`src/logic/pfp_filter.sv`:
```
// Package of shared constants and the per-input debounce filter.
package pfp_pkg;
  // ----------------------------------------------------------------
  // Sizes
  // ----------------------------------------------------------------
  localparam int PFP_NUM_IN   = 6;
  localparam int PFP_NUM_OUT  = 4;
  localparam int PFP_NUM_TRIG = 8;
  localparam int PFP_NUM_FILT = 15;
  localparam int PFP_NUM_DEST = 24;
  localparam int PFP_CW       = 17;
  // ----------------------------------------------------------------
  // Filter settings and timing
  // ----------------------------------------------------------------
  localparam logic [1:0] PFP_FILT_OFF   = 2'h0;
  localparam logic [1:0] PFP_FILT_SHORT = 2'h1;
  localparam logic [1:0] PFP_FILT_MID   = 2'h2;
  localparam logic [1:0] PFP_FILT_LONG  = 2'h3;
  localparam int PFP_CLK_MHZ     = 40;
  localparam int PFP_SHORT_NS    = 125;
  localparam int PFP_MID_NS      = 6425;
  localparam int PFP_SHORT_N     = (PFP_SHORT_NS * PFP_CLK_MHZ) / 1000;
  localparam int PFP_MID_N       = (PFP_MID_NS * PFP_CLK_MHZ) / 1000;
  localparam int PFP_LONG_N      = 101800;
  // ----------------------------------------------------------------
  // Register map
  // ----------------------------------------------------------------
  localparam logic [11:0] PFP_IN_MODE_OFF    = 12'h000;
  localparam logic [11:0] PFP_IN_FILT_OFF    = 12'h004;
  localparam logic [11:0] PFP_TRIG_FILT_OFF  = 12'h008;
  localparam logic [11:0] PFP_OUT_CTRL_OFF   = 12'h00C;
  localparam logic [11:0] PFP_OUT_SEL_OFF    = 12'h010;
  localparam logic [11:0] PFP_TRIG_ROUTE_OFF = 12'h014;
  localparam logic [11:0] PFP_STATUS_OFF     = 12'h018;
  localparam logic [11:0] PFP_POWERUP_OFF    = 12'h01C;
  localparam logic [11:0] PFP_DEST_BASE      = 12'h100;
  // Destination entry fields.
  localparam int PFP_DEST_SRC_LSB = 0;
  localparam int PFP_DEST_INV_BIT = 4;
  localparam int PFP_DEST_EDG_BIT = 5;
  localparam int PFP_DEST_EN_BIT  = 6;
  localparam int PFP_DEST_W       = 7;
  localparam int PFP_OSEL_W       = 5;
  localparam int PFP_TRT_W        = 4;
  localparam int PFP_TRT_EN_BIT   = 3;
  localparam int PFP_TRT_PIN_W    = 3;
  // Output source codes.
  localparam logic [4:0] PFP_OSRC_HOLD = 5'h00;
  localparam logic [4:0] PFP_OSRC_FREQ = 5'h07;
  localparam logic [4:0] PFP_OSRC_STAR = 5'h08;
  localparam logic [4:0] PFP_OSRC_TRIG = 5'h09;
  localparam logic [31:0] PFP_RESET_VAL = 32'h0000_0000;
endpackage

module pfp_filter
  import pfp_pkg::*;
#(
  parameter int              CW      = PFP_CW,
  parameter logic [CW-1:0]   SHORT_N = CW'(PFP_SHORT_N),
  parameter logic [CW-1:0]   MID_N   = CW'(PFP_MID_N),
  parameter logic [CW-1:0]   LONG_N  = CW'(PFP_LONG_N)
) (
  input  wire logic          pclk,
  input  wire logic          presetn,
  input  wire logic          din,
  input  wire logic [1:0]    setting,
  output logic               dout
);
  logic          sync1_reg;
  logic          sync2_reg;
  logic [CW-1:0] count_reg;
  wire logic [CW-1:0] n_sel = (setting == PFP_FILT_SHORT) ? SHORT_N :
                              (setting == PFP_FILT_MID)   ? MID_N : LONG_N;
  wire logic          differs = sync2_reg != dout;
  wire logic          last    = count_reg == n_sel - CW'(1);

  always_ff @(posedge pclk or negedge presetn) begin
    if (!presetn) begin
      sync1_reg <= 1'b0;
      sync2_reg <= 1'b0;
      count_reg <= '0;
      dout      <= 1'b0;
    end else begin
      sync1_reg <= din;                 // [RULE_16]
      sync2_reg <= sync1_reg;
      if (setting == PFP_FILT_OFF) begin
        dout      <= sync2_reg;
        count_reg <= '0;
      end else if (!differs) begin
        count_reg <= '0;                // [RULE_16]
      end else if (last) begin
        dout      <= sync2_reg;         // [RULE_09]
        count_reg <= '0;
      end else begin
        count_reg <= count_reg + CW'(1); // [RULE_08]
      end
    end
  end
endmodule

```
`src/logic/pfp_top.sv`:
```
// Programmable function pin block: routing, static bits, filters, APB registers.
//
// The placing of the registers and register access over APB were chosen for this implementation.

// Function
// RULE_01: Ten pins: six inputs, four outputs.
// RULE_02: Input pin is timing or static input.
// RULE_03: Output pin is timing or static output.
// RULE_04: Inputs route to all timing destinations.
// RULE_05: Per-destination polarity and edge/level choice.
// RULE_06: Outputs select among seventeen timing sources.
// RULE_07: Filter on pins, trigger bus, star.
// RULE_08: Enabled filter samples every 40 MHz edge.
// RULE_09: Output changes after N matching samples.
// RULE_10: Settings give 5, 257, 101800, disabled.
// RULE_11: Each filtered input has own setting.
// RULE_12: Filters disabled after reset.
// RULE_13: Filter jitter bounded by one clock.
// RULE_14: Direct bus routes bypass the filters.
// RULE_15: Outputs reset to zero, programmable power-up.
// RULE_16: Synchronise first; matching sample restarts count.
// RULE_17: Static output drives bit; input readable.
module pfp_top
  import pfp_pkg::*;
#(
  parameter int LONG_N = PFP_LONG_N
) (
  input  wire logic                    pclk,
  input  wire logic                    presetn,
  input  wire logic                    psel,
  input  wire logic                    penable,
  input  wire logic                    pwrite,
  input  wire logic [11:0]             paddr,
  input  wire logic [31:0]             pwdata,
  output logic                         pready,
  output logic                         pslverr,
  output logic [31:0]                  prdata,
  input  wire logic [PFP_NUM_IN-1:0]   programmable_function_pin_in,
  output logic [PFP_NUM_OUT-1:0]       programmable_function_pin_out,
  input  wire logic [PFP_NUM_TRIG-1:0] system_trigger_bus_line_in,
  output logic [PFP_NUM_TRIG-1:0]      system_trigger_bus_line_out,
  output logic [PFP_NUM_TRIG-1:0]      system_trigger_bus_line_oe,
  input  wire logic                    star_trigger_in,
  input  wire logic [PFP_NUM_OUT-1:0]  powerup_level,
  input  wire logic                    hold_complete,
  input  wire logic [1:0]              counter_source,
  input  wire logic [1:0]              counter_gate,
  input  wire logic [1:0]              counter_internal_output,
  input  wire logic                    frequency_output,
  output logic [PFP_NUM_DEST-1:0]      timing_dest
);
  // ----------------------------------------------------------------
  // Registers
  // ----------------------------------------------------------------
  logic [PFP_NUM_IN-1:0]              in_mode_reg;
  logic [2*PFP_NUM_IN-1:0]            in_filt_reg;
  logic [2*(PFP_NUM_TRIG+1)-1:0]      trig_filt_reg;
  logic [PFP_NUM_OUT-1:0]             out_timing_reg;
  logic [PFP_NUM_OUT-1:0]             static_output_bit_reg;
  logic [PFP_OSEL_W*PFP_NUM_OUT-1:0]  out_sel_reg;
  logic [PFP_TRT_W*PFP_NUM_TRIG-1:0]  trig_route_reg;
  logic [PFP_NUM_OUT-1:0]             powerup_reg;
  logic                               init_done_reg;
  logic [PFP_DEST_W-1:0]              dest_cfg_reg [PFP_NUM_DEST];
  logic [PFP_NUM_DEST-1:0]            dest_prev_reg;

  // ----------------------------------------------------------------
  // Filters
  // ----------------------------------------------------------------
  // Long setting is a parameter so simulation can shorten it.
  localparam logic [PFP_CW-1:0] LONG_N_W = PFP_CW'(LONG_N);
  wire logic [PFP_NUM_FILT-1:0]   filt_raw =
    {star_trigger_in, system_trigger_bus_line_in, programmable_function_pin_in};
  wire logic [2*PFP_NUM_FILT-1:0] filt_set = {trig_filt_reg, in_filt_reg};
  logic [PFP_NUM_FILT-1:0]        filt_out;

  genvar gi;
  generate
    for (gi = 0; gi < PFP_NUM_FILT; gi++) begin : g_filt
      pfp_filter #(
        .CW      (PFP_CW),
        .SHORT_N (PFP_CW'(PFP_SHORT_N)),
        .MID_N   (PFP_CW'(PFP_MID_N)),
        .LONG_N  (LONG_N_W)
      ) u_filt (
        .pclk    (pclk),
        .presetn (presetn),
        .din     (filt_raw[gi]),
        .setting (filt_set[2*gi +: 2]),  // [RULE_07] [RULE_10] [RULE_11]
        .dout    (filt_out[gi])
      );
    end
  endgenerate

  // Static-mode pins never reach the timing destinations; the trigger bus drive takes the raw pins.
  wire logic [PFP_NUM_IN-1:0]   pin_timing = filt_out[PFP_NUM_IN-1:0] & in_mode_reg; // [RULE_02]
  wire logic [PFP_NUM_TRIG-1:0] trig_f = filt_out[PFP_NUM_IN +: PFP_NUM_TRIG];
  wire logic                    star_f = filt_out[PFP_NUM_FILT-1];
  wire logic [15:0]             dest_src = {1'b0, star_f, trig_f, pin_timing}; // [RULE_04]

  // ----------------------------------------------------------------
  // Destination routing
  // ----------------------------------------------------------------
  generate
    for (gi = 0; gi < PFP_NUM_DEST; gi++) begin : g_dest
      wire logic [3:0] sel  = dest_cfg_reg[gi][PFP_DEST_SRC_LSB +: 4];
      wire logic       inv  = dest_cfg_reg[gi][PFP_DEST_INV_BIT];
      wire logic       edg  = dest_cfg_reg[gi][PFP_DEST_EDG_BIT];
      wire logic       en   = dest_cfg_reg[gi][PFP_DEST_EN_BIT];
      wire logic       lvl  = dest_src[sel] ^ inv;                      // [RULE_05]
      wire logic       nxt  = en & (edg ? (lvl & ~dest_prev_reg[gi]) : lvl); // [RULE_05]
      always_ff @(posedge pclk or negedge presetn) begin
        if (!presetn) begin
          dest_prev_reg[gi] <= 1'b0;
          timing_dest[gi]   <= 1'b0;
        end else begin
          dest_prev_reg[gi] <= lvl;
          timing_dest[gi]   <= nxt;
        end
      end
    end
  endgenerate

  // ----------------------------------------------------------------
  // Output pins and trigger bus drive
  // ----------------------------------------------------------------
  // Trigger lines reach output pins unfiltered; the star trigger does not.
  wire logic [16:0] out_src = {system_trigger_bus_line_in, star_f, frequency_output,
                               counter_internal_output[1], counter_gate[1],
                               counter_source[1], counter_internal_output[0],
                               counter_gate[0], counter_source[0],
                               hold_complete}; // [RULE_06] [RULE_14]
  logic [PFP_NUM_OUT-1:0]  pin_out_next;
  logic [PFP_NUM_TRIG-1:0] trig_out_next;
  logic [PFP_NUM_TRIG-1:0] trig_oe_next;

  generate
    for (gi = 0; gi < PFP_NUM_OUT; gi++) begin : g_out
      wire logic [4:0] osel = out_sel_reg[PFP_OSEL_W*gi +: PFP_OSEL_W];
      wire logic       tval = (osel <= PFP_OSRC_TRIG + 5'h07) ? out_src[osel] : 1'b0;
      assign pin_out_next[gi] = out_timing_reg[gi] ? tval
                                                   : static_output_bit_reg[gi]; // [RULE_03] [RULE_17]
    end
    for (gi = 0; gi < PFP_NUM_TRIG; gi++) begin : g_trig
      wire logic [PFP_TRT_W-1:0] rt = trig_route_reg[PFP_TRT_W*gi +: PFP_TRT_W];
      wire logic [2:0]           pn = rt[PFP_TRT_PIN_W-1:0];
      wire logic                 ok = rt[PFP_TRT_EN_BIT] && (pn < 3'(PFP_NUM_IN));
      assign trig_oe_next[gi]  = ok;
      assign trig_out_next[gi] = ok ? programmable_function_pin_in[pn] : 1'b0; // [RULE_14]
    end
  endgenerate

  always_ff @(posedge pclk or negedge presetn) begin
    if (!presetn) begin
      programmable_function_pin_out <= '0;  // [RULE_15]
      system_trigger_bus_line_out   <= '0;
      system_trigger_bus_line_oe    <= '0;
    end else begin
      programmable_function_pin_out <= pin_out_next; // [RULE_01]
      system_trigger_bus_line_out   <= trig_out_next;
      system_trigger_bus_line_oe    <= trig_oe_next;
    end
  end

  // ----------------------------------------------------------------
  // APB decode
  // ----------------------------------------------------------------
  // One wait state keeps prdata and pready straight from flip-flops.
  wire logic        acc     = psel & penable;
  wire logic        wr_go   = acc & pready & pwrite;
  wire logic        is_dest = (paddr >= PFP_DEST_BASE) &&
                              (paddr < PFP_DEST_BASE + 12'(4 * PFP_NUM_DEST)) &&
                              (paddr[1:0] == 2'h0);
  wire logic [11:0] dest_off = paddr - PFP_DEST_BASE;
  wire logic [4:0]  dest_idx = dest_off[6:2];
  wire logic        hit_in_mode = paddr == PFP_IN_MODE_OFF;
  wire logic        hit_in_filt = paddr == PFP_IN_FILT_OFF;
  wire logic        hit_tr_filt = paddr == PFP_TRIG_FILT_OFF;
  wire logic        hit_out_ctl = paddr == PFP_OUT_CTRL_OFF;
  wire logic        hit_out_sel = paddr == PFP_OUT_SEL_OFF;
  wire logic        hit_tr_rt   = paddr == PFP_TRIG_ROUTE_OFF;
  wire logic        hit_status  = paddr == PFP_STATUS_OFF;
  wire logic        hit_pwrup   = paddr == PFP_POWERUP_OFF;
  wire logic        mapped = hit_in_mode | hit_in_filt | hit_tr_filt | hit_out_ctl |
                             hit_out_sel | hit_tr_rt | hit_status | hit_pwrup | is_dest;
  wire logic        ro_hit = hit_status | hit_pwrup;
  wire logic        err    = ~mapped | (pwrite & ro_hit);
  wire logic [31:0] status_word = {7'h00, programmable_function_pin_out, star_f,
                                   trig_f, filt_out[PFP_NUM_IN-1:0],
                                   programmable_function_pin_in}; // [RULE_17]
  wire logic [31:0] rdata =
    hit_in_mode ? {26'h0, in_mode_reg} :
    hit_in_filt ? {20'h0, in_filt_reg} :
    hit_tr_filt ? {14'h0, trig_filt_reg} :
    hit_out_ctl ? {24'h0, static_output_bit_reg, out_timing_reg} :
    hit_out_sel ? {12'h0, out_sel_reg} :
    hit_tr_rt   ? trig_route_reg :
    hit_status  ? status_word :
    hit_pwrup   ? {28'h0, powerup_reg} :
    is_dest     ? {25'h0, dest_cfg_reg[dest_idx]} : PFP_RESET_VAL;

  always_ff @(posedge pclk or negedge presetn) begin
    if (!presetn) begin
      pready  <= 1'b0;
      pslverr <= 1'b0;
      prdata  <= PFP_RESET_VAL;
    end else if (acc && !pready) begin
      pready  <= 1'b1;
      pslverr <= err;
      prdata  <= (pwrite || err) ? PFP_RESET_VAL : rdata;
    end else begin
      pready  <= 1'b0;
      pslverr <= 1'b0;
    end
  end

  // ----------------------------------------------------------------
  // Register writes
  // ----------------------------------------------------------------
  always_ff @(posedge pclk or negedge presetn) begin
    if (!presetn) begin
      in_mode_reg    <= '0;
      in_filt_reg    <= '0;  // [RULE_12]
      trig_filt_reg  <= '0;  // [RULE_12]
      out_timing_reg <= '0;
      out_sel_reg    <= '0;
      trig_route_reg <= '0;
    end else if (wr_go) begin
      if (hit_in_mode) in_mode_reg    <= pwdata[PFP_NUM_IN-1:0];
      if (hit_in_filt) in_filt_reg    <= pwdata[2*PFP_NUM_IN-1:0];       // [RULE_11]
      if (hit_tr_filt) trig_filt_reg  <= pwdata[2*(PFP_NUM_TRIG+1)-1:0]; // [RULE_11]
      if (hit_out_ctl) out_timing_reg <= pwdata[PFP_NUM_OUT-1:0];
      if (hit_out_sel) out_sel_reg    <= pwdata[PFP_OSEL_W*PFP_NUM_OUT-1:0];
      if (hit_tr_rt)   trig_route_reg <= pwdata;
    end
  end

  // Power-up level is caught on the first edge after reset release.
  always_ff @(posedge pclk or negedge presetn) begin
    if (!presetn) begin
      static_output_bit_reg <= '0;  // [RULE_15]
      powerup_reg           <= '0;
      init_done_reg         <= 1'b0;
    end else if (!init_done_reg) begin
      static_output_bit_reg <= powerup_level;  // [RULE_15]
      powerup_reg           <= powerup_level;
      init_done_reg         <= 1'b1;
    end else if (wr_go && hit_out_ctl) begin
      static_output_bit_reg <= pwdata[2*PFP_NUM_OUT-1:PFP_NUM_OUT]; // [RULE_17]
    end
  end

  generate
    for (gi = 0; gi < PFP_NUM_DEST; gi++) begin : g_dcfg
      always_ff @(posedge pclk or negedge presetn) begin
        if (!presetn) begin
          dest_cfg_reg[gi] <= '0;
        end else if (wr_go && is_dest && (dest_idx == 5'(gi))) begin
          dest_cfg_reg[gi] <= pwdata[PFP_DEST_W-1:0]; // [RULE_04]
        end
      end
    end
  endgenerate

  // Filter jitter is one 25 ns clock at every setting, inside all bounds. [RULE_13]
endmodule

```
`config.mk`:
```
export PLATFORM = sky130hd
export DESIGN_NAME = pfp_top
export DESIGN_NICKNAME = d
export VERILOG_FILES = /design/src/logic/pfp_filter.sv /design/src/logic/pfp_top.sv
export SDC_FILE = /design/constraint.sdc
export NUM_CORES = 1
export LEC_CHECK = 0
export BUFFER_PORTS_ARGS = -buffer_cell sky130_fd_sc_hd__buf_4
export CAP_MARGIN = 15
export CORE_MARGIN = 1
export CORE_UTILIZATION = 35
export DETAILED_ROUTE_END_ITERATION = 16
export GPL_TIMING_DRIVEN = 0
export PLACE_DENSITY = 0.59
export RECOVER_POWER = 25
export SYNTH_ARGS = -nofsm -noshare
export SYNTH_HDL_FRONTEND = slang
export SYNTH_SLANG_ARGS = --single-unit
export TNS_END_PERCENT = 100
```
`constraint.sdc`:
```
create_clock -name pclk -period 7.5 [get_ports pclk]
set_input_delay 0.375 -clock pclk [delete_from_list [all_inputs] [get_ports pclk]]
set_output_delay 0.375 -clock pclk [all_outputs]
set_load 0.02 [all_outputs]
```
# After elaboration in Yosys (flattened, before gate mapping)
# Index checks and enable logic that the tools add are counted.
# word_totals
wordCells	790
input_bits	76
out_inout_bits	78
reg_bits	671
# op_classes
add_sub_neg	31
order_cmp	51
n_bitwise	113
eq_ne	91
n_reduce_logical	108
n_mux	249
# ops
operator	count
two-way mux 17 bit	75
adder 17 x 1 -> 17 bit, second input constant	15
equality test 17 bit	15
subtractor 17 x 1 -> 17 bit, second input constant	15
two-way mux 32 bit	7
two-way mux 1 bit	123
less-than comparator 4 x 5 -> 1 bit, second input constant	24
binary-select mux 1 bit (select 4 bit)	24
nonzero test 2 bit	30
AND 1 bit	52
equality test 12 x 5 -> 1 bit, second input constant	4
AND reduction 2 bit	21
equality test 5 x 4 -> 1 bit, second input constant	8
equality test 5 bit, second input constant	8
logical AND 1 bit	37
binary-select mux 7 bit (select 5 bit)	1
logical NOT 2 bit	16
less-than comparator 3 x 4 -> 1 bit, second input constant	8
equality test 2 x 1 -> 1 bit, second input constant	15
equality test 2 bit, second input constant	15
two-way mux 7 bit	4
two-way mux 25 bit	1
NOT 1 bit	25
binary-select mux 1 bit (select 3 bit)	8
24 further kinds	92

# Logic depth before layout (Yosys ltp)
# Gate-level depths: netlist of run 1.
# depth
depth_word	15
mapped_depth	10
depth_no_buf	9

# Hierarchy
# Synthesis of run 1 repeated with hierarchy kept, for this count alone.
# hier_totals
cells_unflattened	3277
hier_area_um2	37693.7
# by_module_without_submodules
mod	area_each_um2	seq_area_each_um2	cells_each	n_inst
pfp_top	20258.2	9283.9	1567	1
pfp_filter	1162.4	500.5	114	15

# Worst setup path before layout of run 1
# OpenSTA, ideal clock, no wires.
# synth_timing
path_type	register -> register
startpoint	register in_filt_reg[6]
endpoint	register g_filt[3].u_filt.count_reg[10]
arrival_ps	2288
path_stages_with_launch	9
required_ps	7379
synth_period_minus_slack_ps	2409
setup_time_ps	121
path_buffers	1
setup_slack_ps	5091
path_cell_list	dfrtp_1 inv_1 ha_1 or4b_2 a2111oi_0 a31oi_1 nand2_1 buf_2 nor2_1
# synth_via
elab_chain_len	8
elab_cells_between_ends	10
classes_between	add/sub (1); eq/ne (3); mux (5); reduce/logical (1)
# synth_lines
element	line	text
start: declaration	pfp_top.sv:56	logic [2*PFP_NUM_IN-1:0] in_filt_reg;
start signal: assignment	pfp_top.sv:230	if (hit_in_filt) in_filt_reg <= pwdata[2*PFP_NUM_IN-1:0];
equality test 2 bit	pfp_filter.sv:73	(setting == PFP_FILT_MID) ? MID_N : LONG_N;
two-way mux 17 bit	pfp_filter.sv:73	
two-way mux 17 bit	pfp_filter.sv:72	wire logic [CW-1:0] n_sel = (setting == PFP_FILT_SHORT) ? SHORT_N :
subtractor 17 x 1 -> 17 bit	pfp_filter.sv:75	wire logic last = count_reg == n_sel - CW'(1);
equality test 17 bit	pfp_filter.sv:75	
two-way mux 17 bit	pfp_filter.sv:91	end else if (last) begin
two-way mux 17 bit	pfp_filter.sv:89	end else if (!differs) begin
two-way mux 17 bit *	pfp_filter.sv:86	if (setting == PFP_FILT_OFF) begin
end signal: assignment	pfp_filter.sv:95	count_reg <= count_reg + CW'(1);
end: declaration	pfp_filter.sv:71	logic [CW-1:0] count_reg;
# Mark *: on every way between the ends. The rest lies on a longest branch, timed or not.
# A chain may end at the register's enable or synchronous reset.

==> results.sh, run 1 <==
export IMPL_crit_chain="dlygate4sd3_1 -> clkbuf_1 -> buf_16 -> buf_16 -> buf_16"
export IMPL_design_area_mm2=0.0410
export IMPL_grt_start_max_net_pins=118
export IMPL_worstSkewPairLatency_ns=0.65
export IMPL_power_frac_clock_pct=48.0
export IMPL_layout_commonest_cell="dfrtp_1"
export IMPL_finalCritPeriodShare_pct=53.4
export IMPL_routed_via_count=25893
export IMPL_path_clk_slew_ns=0.06
export IMPL_initial_utilization_pct=35.3
export IMPL_power_share_sequential_pct=47.0
export IMPL_async_flop_share_pct=100
export IMPL_max_slew_margin_rel_pct=-102
export IMPL_status="finished, violations left"
export IMPL_cts_resized=0
export IMPL_power_total_mw=7.87
export IMPL_syn_area_mm2=0.0353
export IMPL_p_int_mw=5.99
export IMPL_critPathKind="in2async"
export IMPL_fp_dieH_um=320
export IMPL_die_w_um=320
export IMPL_first_iter_violations=2405
export IMPL_vias_per_cell=5.54
export IMPL_dieArea_mm2=0.102
export IMPL_grt_use_total_pct=21.2
export IMPL_cpPeakStageDelay_ns=2.12
export IMPL_startpoint_type="primary input"
export IMPL_dpl_hpwl_mm=78.4
export IMPL_ir_drop_mv=0.185
export IMPL_fin_nets=3468
export IMPL_synth_edf_count=0
export IMPL_numCtsBuffers=76
export IMPL_cts_max_path_buffers=3
export IMPL_synth_cell_types=72
export IMPL_path_common_cell="buf_16"
export IMPL_final_hold_viol_count=0
export IMPL_ios=154
export IMPL_ys_warn_count=0
export IMPL_antenna_left=0
export IMPL_p_switching_mw=1.88
export IMPL_critPathRequiredTime_ns=8.22
export IMPL_skew_ns=0.0362
export IMPL_grt_pass1_wl_mm=165
export IMPL_clockRootBuffer="clkbuf_16"
export IMPL_cpMaxStageDelayCell="clkbuf_1"
export IMPL_dp_cells=4500
export IMPL_route_detailed_drc=0
export IMPL_switching_share_pct=23.8
export IMPL_violations="capacitance limit, slew limit"
export IMPL_stdcell_count=4675
export IMPL_comb_power_share_pct=5.1
export IMPL_routed_wirelength_mm=108
export IMPL_maxSlewViolCount=46
export IMPL_ys_ff_latch=671
export IMPL_firstDrtPassIters=5
export IMPL_largest_reg_flops=255
export IMPL_multi_input_area_mm2=0.0177
export IMPL_rsz0062_at_grt="false"
export IMPL_postPlaceCellArea_mm2=0.0382
export IMPL_n_fill_cell=9587
export IMPL_synthCells=3053
export IMPL_syn_area_per_cell_um2=11.6
export IMPL_post_route_util_pct=41.0
export IMPL_io_buffers=143
export IMPL_leakagePower_nw=18.3
export IMPL_synthFlopType="dfrtp_1"
export IMPL_synth_top_area_cell="dfrtp_1"
export IMPL_cp_arrival_ns=4.72
export IMPL_netlist_top_cells_area="dfrtp_1 48%, mux4_2 10%, mux2_2 7.8%"
export IMPL_drv_cap=1
export IMPL_area_growth_pct=16.2
export IMPL_crit_fanout=117
export IMPL_fmax_mhz=250
export IMPL_min_period_ns=4.01
export IMPL_cts_max_level=3
export IMPL_critPathCaptureType="asynchronous set/reset pin"
export IMPL_grt_pass1_vias=25728
export IMPL_hold_class="in2reg"
export IMPL_cts_repair_timing_setup_buffer_count=0
export IMPL_rows=116
export IMPL_antenna_found_initial=11
export IMPL_setup_violations=0
export IMPL_core_area_mm2=0.100
export IMPL_p_per_area_mw_per_mm2=192
export IMPL_syn_nets=3204
export IMPL_cts_sinks=671
export IMPL_tritoncts="yes"
export IMPL_seq_area_frac_synth_pct=47.5
export IMPL_final_cell_mix="671 x dfrtp_1, 334 x nor2_1, 246 x mux2_2"
export IMPL_synth_top_area_share_pct=47.5
export IMPL_drive_gt1_share_pct=21.4
export IMPL_grt_ovfl_total=0
export IMPL_worstMarginPinSlew_ns=3.03
export IMPL_place_congestion=0.947
export IMPL_wire_per_inst_um=23.0
export IMPL_regArea_mm2=0.0168
export IMPL_final_setup_tns_ns=0
## kinds of logic after synthesis
family	share of synthesized area (%)
other	0.0106
DFF	47.5
and+or+nand+nor	14.4
xor gates and xnor gates	7.98
adders and majority gates	2.68
muxes	20.4
buffers and inverters	2.40
AOI/OAI and AO/OA	4.52
## per-stage QoR
| stage | hold slack, ns | worst slack, ns |
|---|---|---|
| after global routing | 0.0169 | 2.88 |
| after CTS | 0.00141 | 4.33 |
| after detailed placement | 0.320 | 3.68 |
| final | 0.0169 | 3.49 |
| after floorplan | 0.0794 | 5.09 |
| after global placement | 0.332 | -1.84 |
## cells in the mapped netlist, drive strengths merged, types with 3 or more instances
cell type / instances
nand4b: 5
and3: 89
buf: 39
nor3: 46
mux4: 163
nor4b: 7
o31ai: 4
a2111oi: 11
clkbuf: 116
xor2: 210
a221oi: 9
a22oi: 11
nand3: 105
o22ai: 33
nand2b: 7
a211o: 3
a22o: 10
nand3b: 9
a21oi: 38
or4: 14
nor2: 344
or3: 11
ha: 75
inv: 57
and4b: 6
mux2: 249
nor2b: 17
o21ai: 78
xnor2: 112
a31oi: 13
and4: 11
and2: 21
dfrtp: 671
a211oi: 10
nor4: 35
mux2i: 75
a21boi: 8
nand2: 237
nand4: 61
or4b: 5
## critical path: cells and delay by family
family,cells,cell delay [ns]
buf+inv,5,3.99
## area by class of cell
type | instances | area share [%]
diodes | 4 | 0.0244
plain buffers | 155 | 1.55
clock buffers | 108 | 5.44
clock inverters | 26 | 0.707
inverters | 57 | 0.521
multi-input cells | 2170 | 43.1
flip-flops and latches | 671 | 40.9
well taps | 1298 | 3.96
repair buffers | 186 | 3.77
## power groups by stage
stage | Clock [mW] | Combinational [mW] | Sequential, mW
after floorplan | 0 | 0.154 | 3.75
after global placement | 0 | 0.373 | 3.76
after detailed placement | 0 | 0.388 | 3.76
after CTS | 3.86 | 0.407 | 3.69
after global routing | 4.00 | 0.434 | 3.70
final | 3.77 | 0.401 | 3.69
## final timing paths
check | startpoint | end | slack (ns) | depth (start not counted)
min in group asynchronous | presetn | g_filt[13].u_filt.count_reg[14] | 1.31 | 2
worst min register to register | g_filt[2].u_filt.sync1_reg | g_filt[2].u_filt.sync2_reg | 0.35 | 0
max in group pclk | paddr[3] | trig_filt_reg[15] | 4.14 | 8
worst max-delay path | presetn | timing_dest[2] | 3.49 | 5
worst min-delay path | pwdata[16] | trig_filt_reg[16] | 0.02 | 3
worst max register to register | pready | dest_cfg_reg[4] | 4.20 | 4
## per-layer routing
metal	GRT usage (%)	routed length, um	share of wire (%)
met5	0	67	0.062
met4	8.06	3910	3.6
met3	5.29	9670	9.0
met2	32.3	48200	45
met1	28.9	45800	43
## what timing repair did
item	in CTS	in global routing
hold endpoints to repair	88	0
setup endpoints to repair	0	0
hold buffers	37	0
Note: power is estimated with default switching activity, not from simulation.
==> run 2, diff against run 1 <==
--- a/config.mk
+++ b/config.mk
@@ -11,7 +11,7 @@
 export CORE_UTILIZATION = 35
 export DETAILED_ROUTE_END_ITERATION = 16
 export GPL_TIMING_DRIVEN = 0
-export PLACE_DENSITY = 0.59
+export PLACE_DENSITY = 0.61
 export RECOVER_POWER = 25
 export SYNTH_ARGS = -nofsm -noshare
 export SYNTH_HDL_FRONTEND = slang
==> constraint.sdc (replaced) <==
create_clock -name pclk -period 3.44 [get_ports pclk]
set_input_delay 0.172 -clock pclk [delete_from_list [all_inputs] [get_ports pclk]]
set_output_delay 0.172 -clock pclk [all_outputs]
set_load 0.02 [all_outputs]
==> run 2 against run 1 <==
The run now ends clean. Die area did not move. Design area rose by 0.23%. Utilization rose by 0.095 points. Global-route usage fell by 0.11 points. Sequential cell count did not move. Largest cell class unchanged. Largest power group unchanged.
==> results.sh, run 2 (synthesized netlist as in run 1, its figures left out) <==
export IMPL_status="finished, final reports clean"
export IMPL_final_hold_viol_count=0
export IMPL_power_total_mw=17.9
export IMPL_dieArea_mm2=0.102
export IMPL_post_route_util_pct=41.1
export IMPL_met3_length_mm=10.6
export IMPL_cpPeakStageDelay_ns=0.79
export IMPL_setup_violations=0
export IMPL_skew_ns=0.0372
export IMPL_holdPathEnd="prdata[5]"
export IMPL_layout_setup_ws_ns=0.240
export IMPL_core_area_mm2=0.100
export IMPL_critPathCaptureType="register"
export IMPL_largest_reg_flops=255
export IMPL_holdPathStages=4
export IMPL_die_w_um=320
export IMPL_layout_commonest_cell="dfrtp_1"
export IMPL_cpMaxStageDelayCell="nor3_2"
export IMPL_worstReg2RegStart="pready"
export IMPL_dr_wl_met2_mm=47.9
export IMPL_startpoint_type="register"
export IMPL_cts_max_level=3
export IMPL_rr_worst_depth=5
export IMPL_first_iter_violations=2583
export IMPL_fp_dieH_um=320
export IMPL_hold_class="in2reg"
export IMPL_route_detailed_drc=0
export IMPL_final_cell_mix="671 x dfrtp_1, 334 x nor2_1, 246 x mux2_2"
export IMPL_place_congestion=0.960
export IMPL_rsz0062_at_grt="false"
export IMPL_vias_per_cell=5.54
export IMPL_firstDrtPassIters=5
export IMPL_routed_via_count=25992
export IMPL_routed_top_layer="met5"
export IMPL_max_slew_margin_rel_pct=22.9
export IMPL_critPathKind="reg2reg"
export IMPL_fin_nets=3478
export IMPL_dpl_hpwl_mm=77.8
export IMPL_path_clk_slew_ns=0.06
export IMPL_rrSetupSlack_ns=0.24
export IMPL_grt_ovfl_total=0
export IMPL_area_growth_pct=16.4
export IMPL_met1_length_mm=45.0
export IMPL_antenna_left=0
export IMPL_grt_start_max_net_pins=119
export IMPL_drive_gt1_share_pct=19.8
export IMPL_drv_cap=0
export IMPL_setup_worst_path_start="pready"
export IMPL_cp_arrival_ns=3.72
export IMPL_leakagePower_nw=18.2
export IMPL_cts_sinks=671
export IMPL_worstMarginPinSlew_ns=1.16
export IMPL_ir_drop_mv=0.302
export IMPL_grt_pass1_wl_mm=163
export IMPL_grt_use_total_pct=21.1
export IMPL_critPathRequiredTime_ns=3.96
export IMPL_fmax_mhz=312
export IMPL_worstSkewPairLatency_ns=0.66
export IMPL_cts_max_path_buffers=3
export IMPL_grt_pass1_vias=25443
export IMPL_min_period_ns=3.20
export IMPL_maxSlewViolCount=0
export IMPL_cts_repair_timing_setup_buffer_count=0
export IMPL_wire_per_inst_um=22.9
export IMPL_p_per_area_mw_per_mm2=434
export IMPL_clockRootBuffer="clkbuf_16"
export IMPL_crit_fanout=10
export IMPL_worst_r2r_endpoint="dest_cfg_reg[153]"
export IMPL_ios=154
export IMPL_hp_start="pwrite"
export IMPL_antenna_found_initial=15
export IMPL_tritoncts="yes"
export IMPL_numCtsBuffers=78
export IMPL_io_buffers=143
export IMPL_rows=116
export IMPL_place_ws_ns=-0.0274
export IMPL_initial_utilization_pct=35.3
export IMPL_finalCritPeriodShare_pct=93.0
export IMPL_routed_wirelength_mm=108
export IMPL_crit_chain="nand4_1 -> nor3_1 -> nand2_1 -> nor3_2 -> mux2_2"
==> run 2: layout make-up <==
type                            count  area, um2
Clock inverter                     35        538
Inverter                           57        214
Timing Repair Buffer              194       1420
Multi-Input combinational cell   2170      17700
Tap cell                         1298       1620
Clock buffer                      104       2210
Fill cell                        9503      58900
Antenna cell                        6       15.0
Sequential cell                   671      16800
Buffer                            155        636
==> run 2: worst max-delay path by stage <==
stage	endpoint	slack, ns	cells after the start
floorplan	g_filt[3].u_filt.count_reg[10]	1.03	8
global placement	timing_dest[4]	-5.63	1
detailed placement	trig_filt_reg[0]	-0.03	7
CTS	timing_dest[9]	0.32	7
global route	g_filt[11].u_filt.count_reg[11]	0.09	8
finish	dest_cfg_reg[153]	0.24	5
==> run 2: worst max-delay path, delay by kind of cell, from the launching register on <==
| kind | cells | cell delay, ns |
|---|---|---|
| mux | 1 | 0.41 |
| flops | 1 | 0.36 |
| simple gates | 4 | 2.30 |
==> run 2: where the power goes <==
part,internal [mW],switching (mW),total [mW]
logic,0.263,0.615,0.878
clock network,5.49,3.44,8.93
registers,7.97,0.0841,8.06
==> run 2: per-layer routing <==
layer | global-route usage (%) | vias up
met3 | 6.26 | 240
met5 | 0 | -
met4 | 7.76 | 14
li1 | - | 11529
met2 | 31.6 | 1099
met1 | 28.7 | 13110
==> run 2: metrics by stage <==
step / cells / hold slack [ns] / area, um2 / TNS, ns
2_1_floorplan: 3053 / -0.124 / 35300 / 0
3_3_place_gp: 4494 / 0.288 / 38000 / -3704.43
3_5_place_dp: 4500 / 0.288 / 38200 / -0.0513
4_1_cts: 4684 / 0.0468 / 41400 / 0
5_1_grt: 4686 / 0.0779 / 41100 / 0
6_report: 4690 / 0.0861 / 41100 / 0
==> run 2: repair_timing <==
action | 4_1_cts | 5_1_grt
hold buffers | 45 | 0
hold endpoints to repair | 180 | 0
resized for setup | 0 | 0
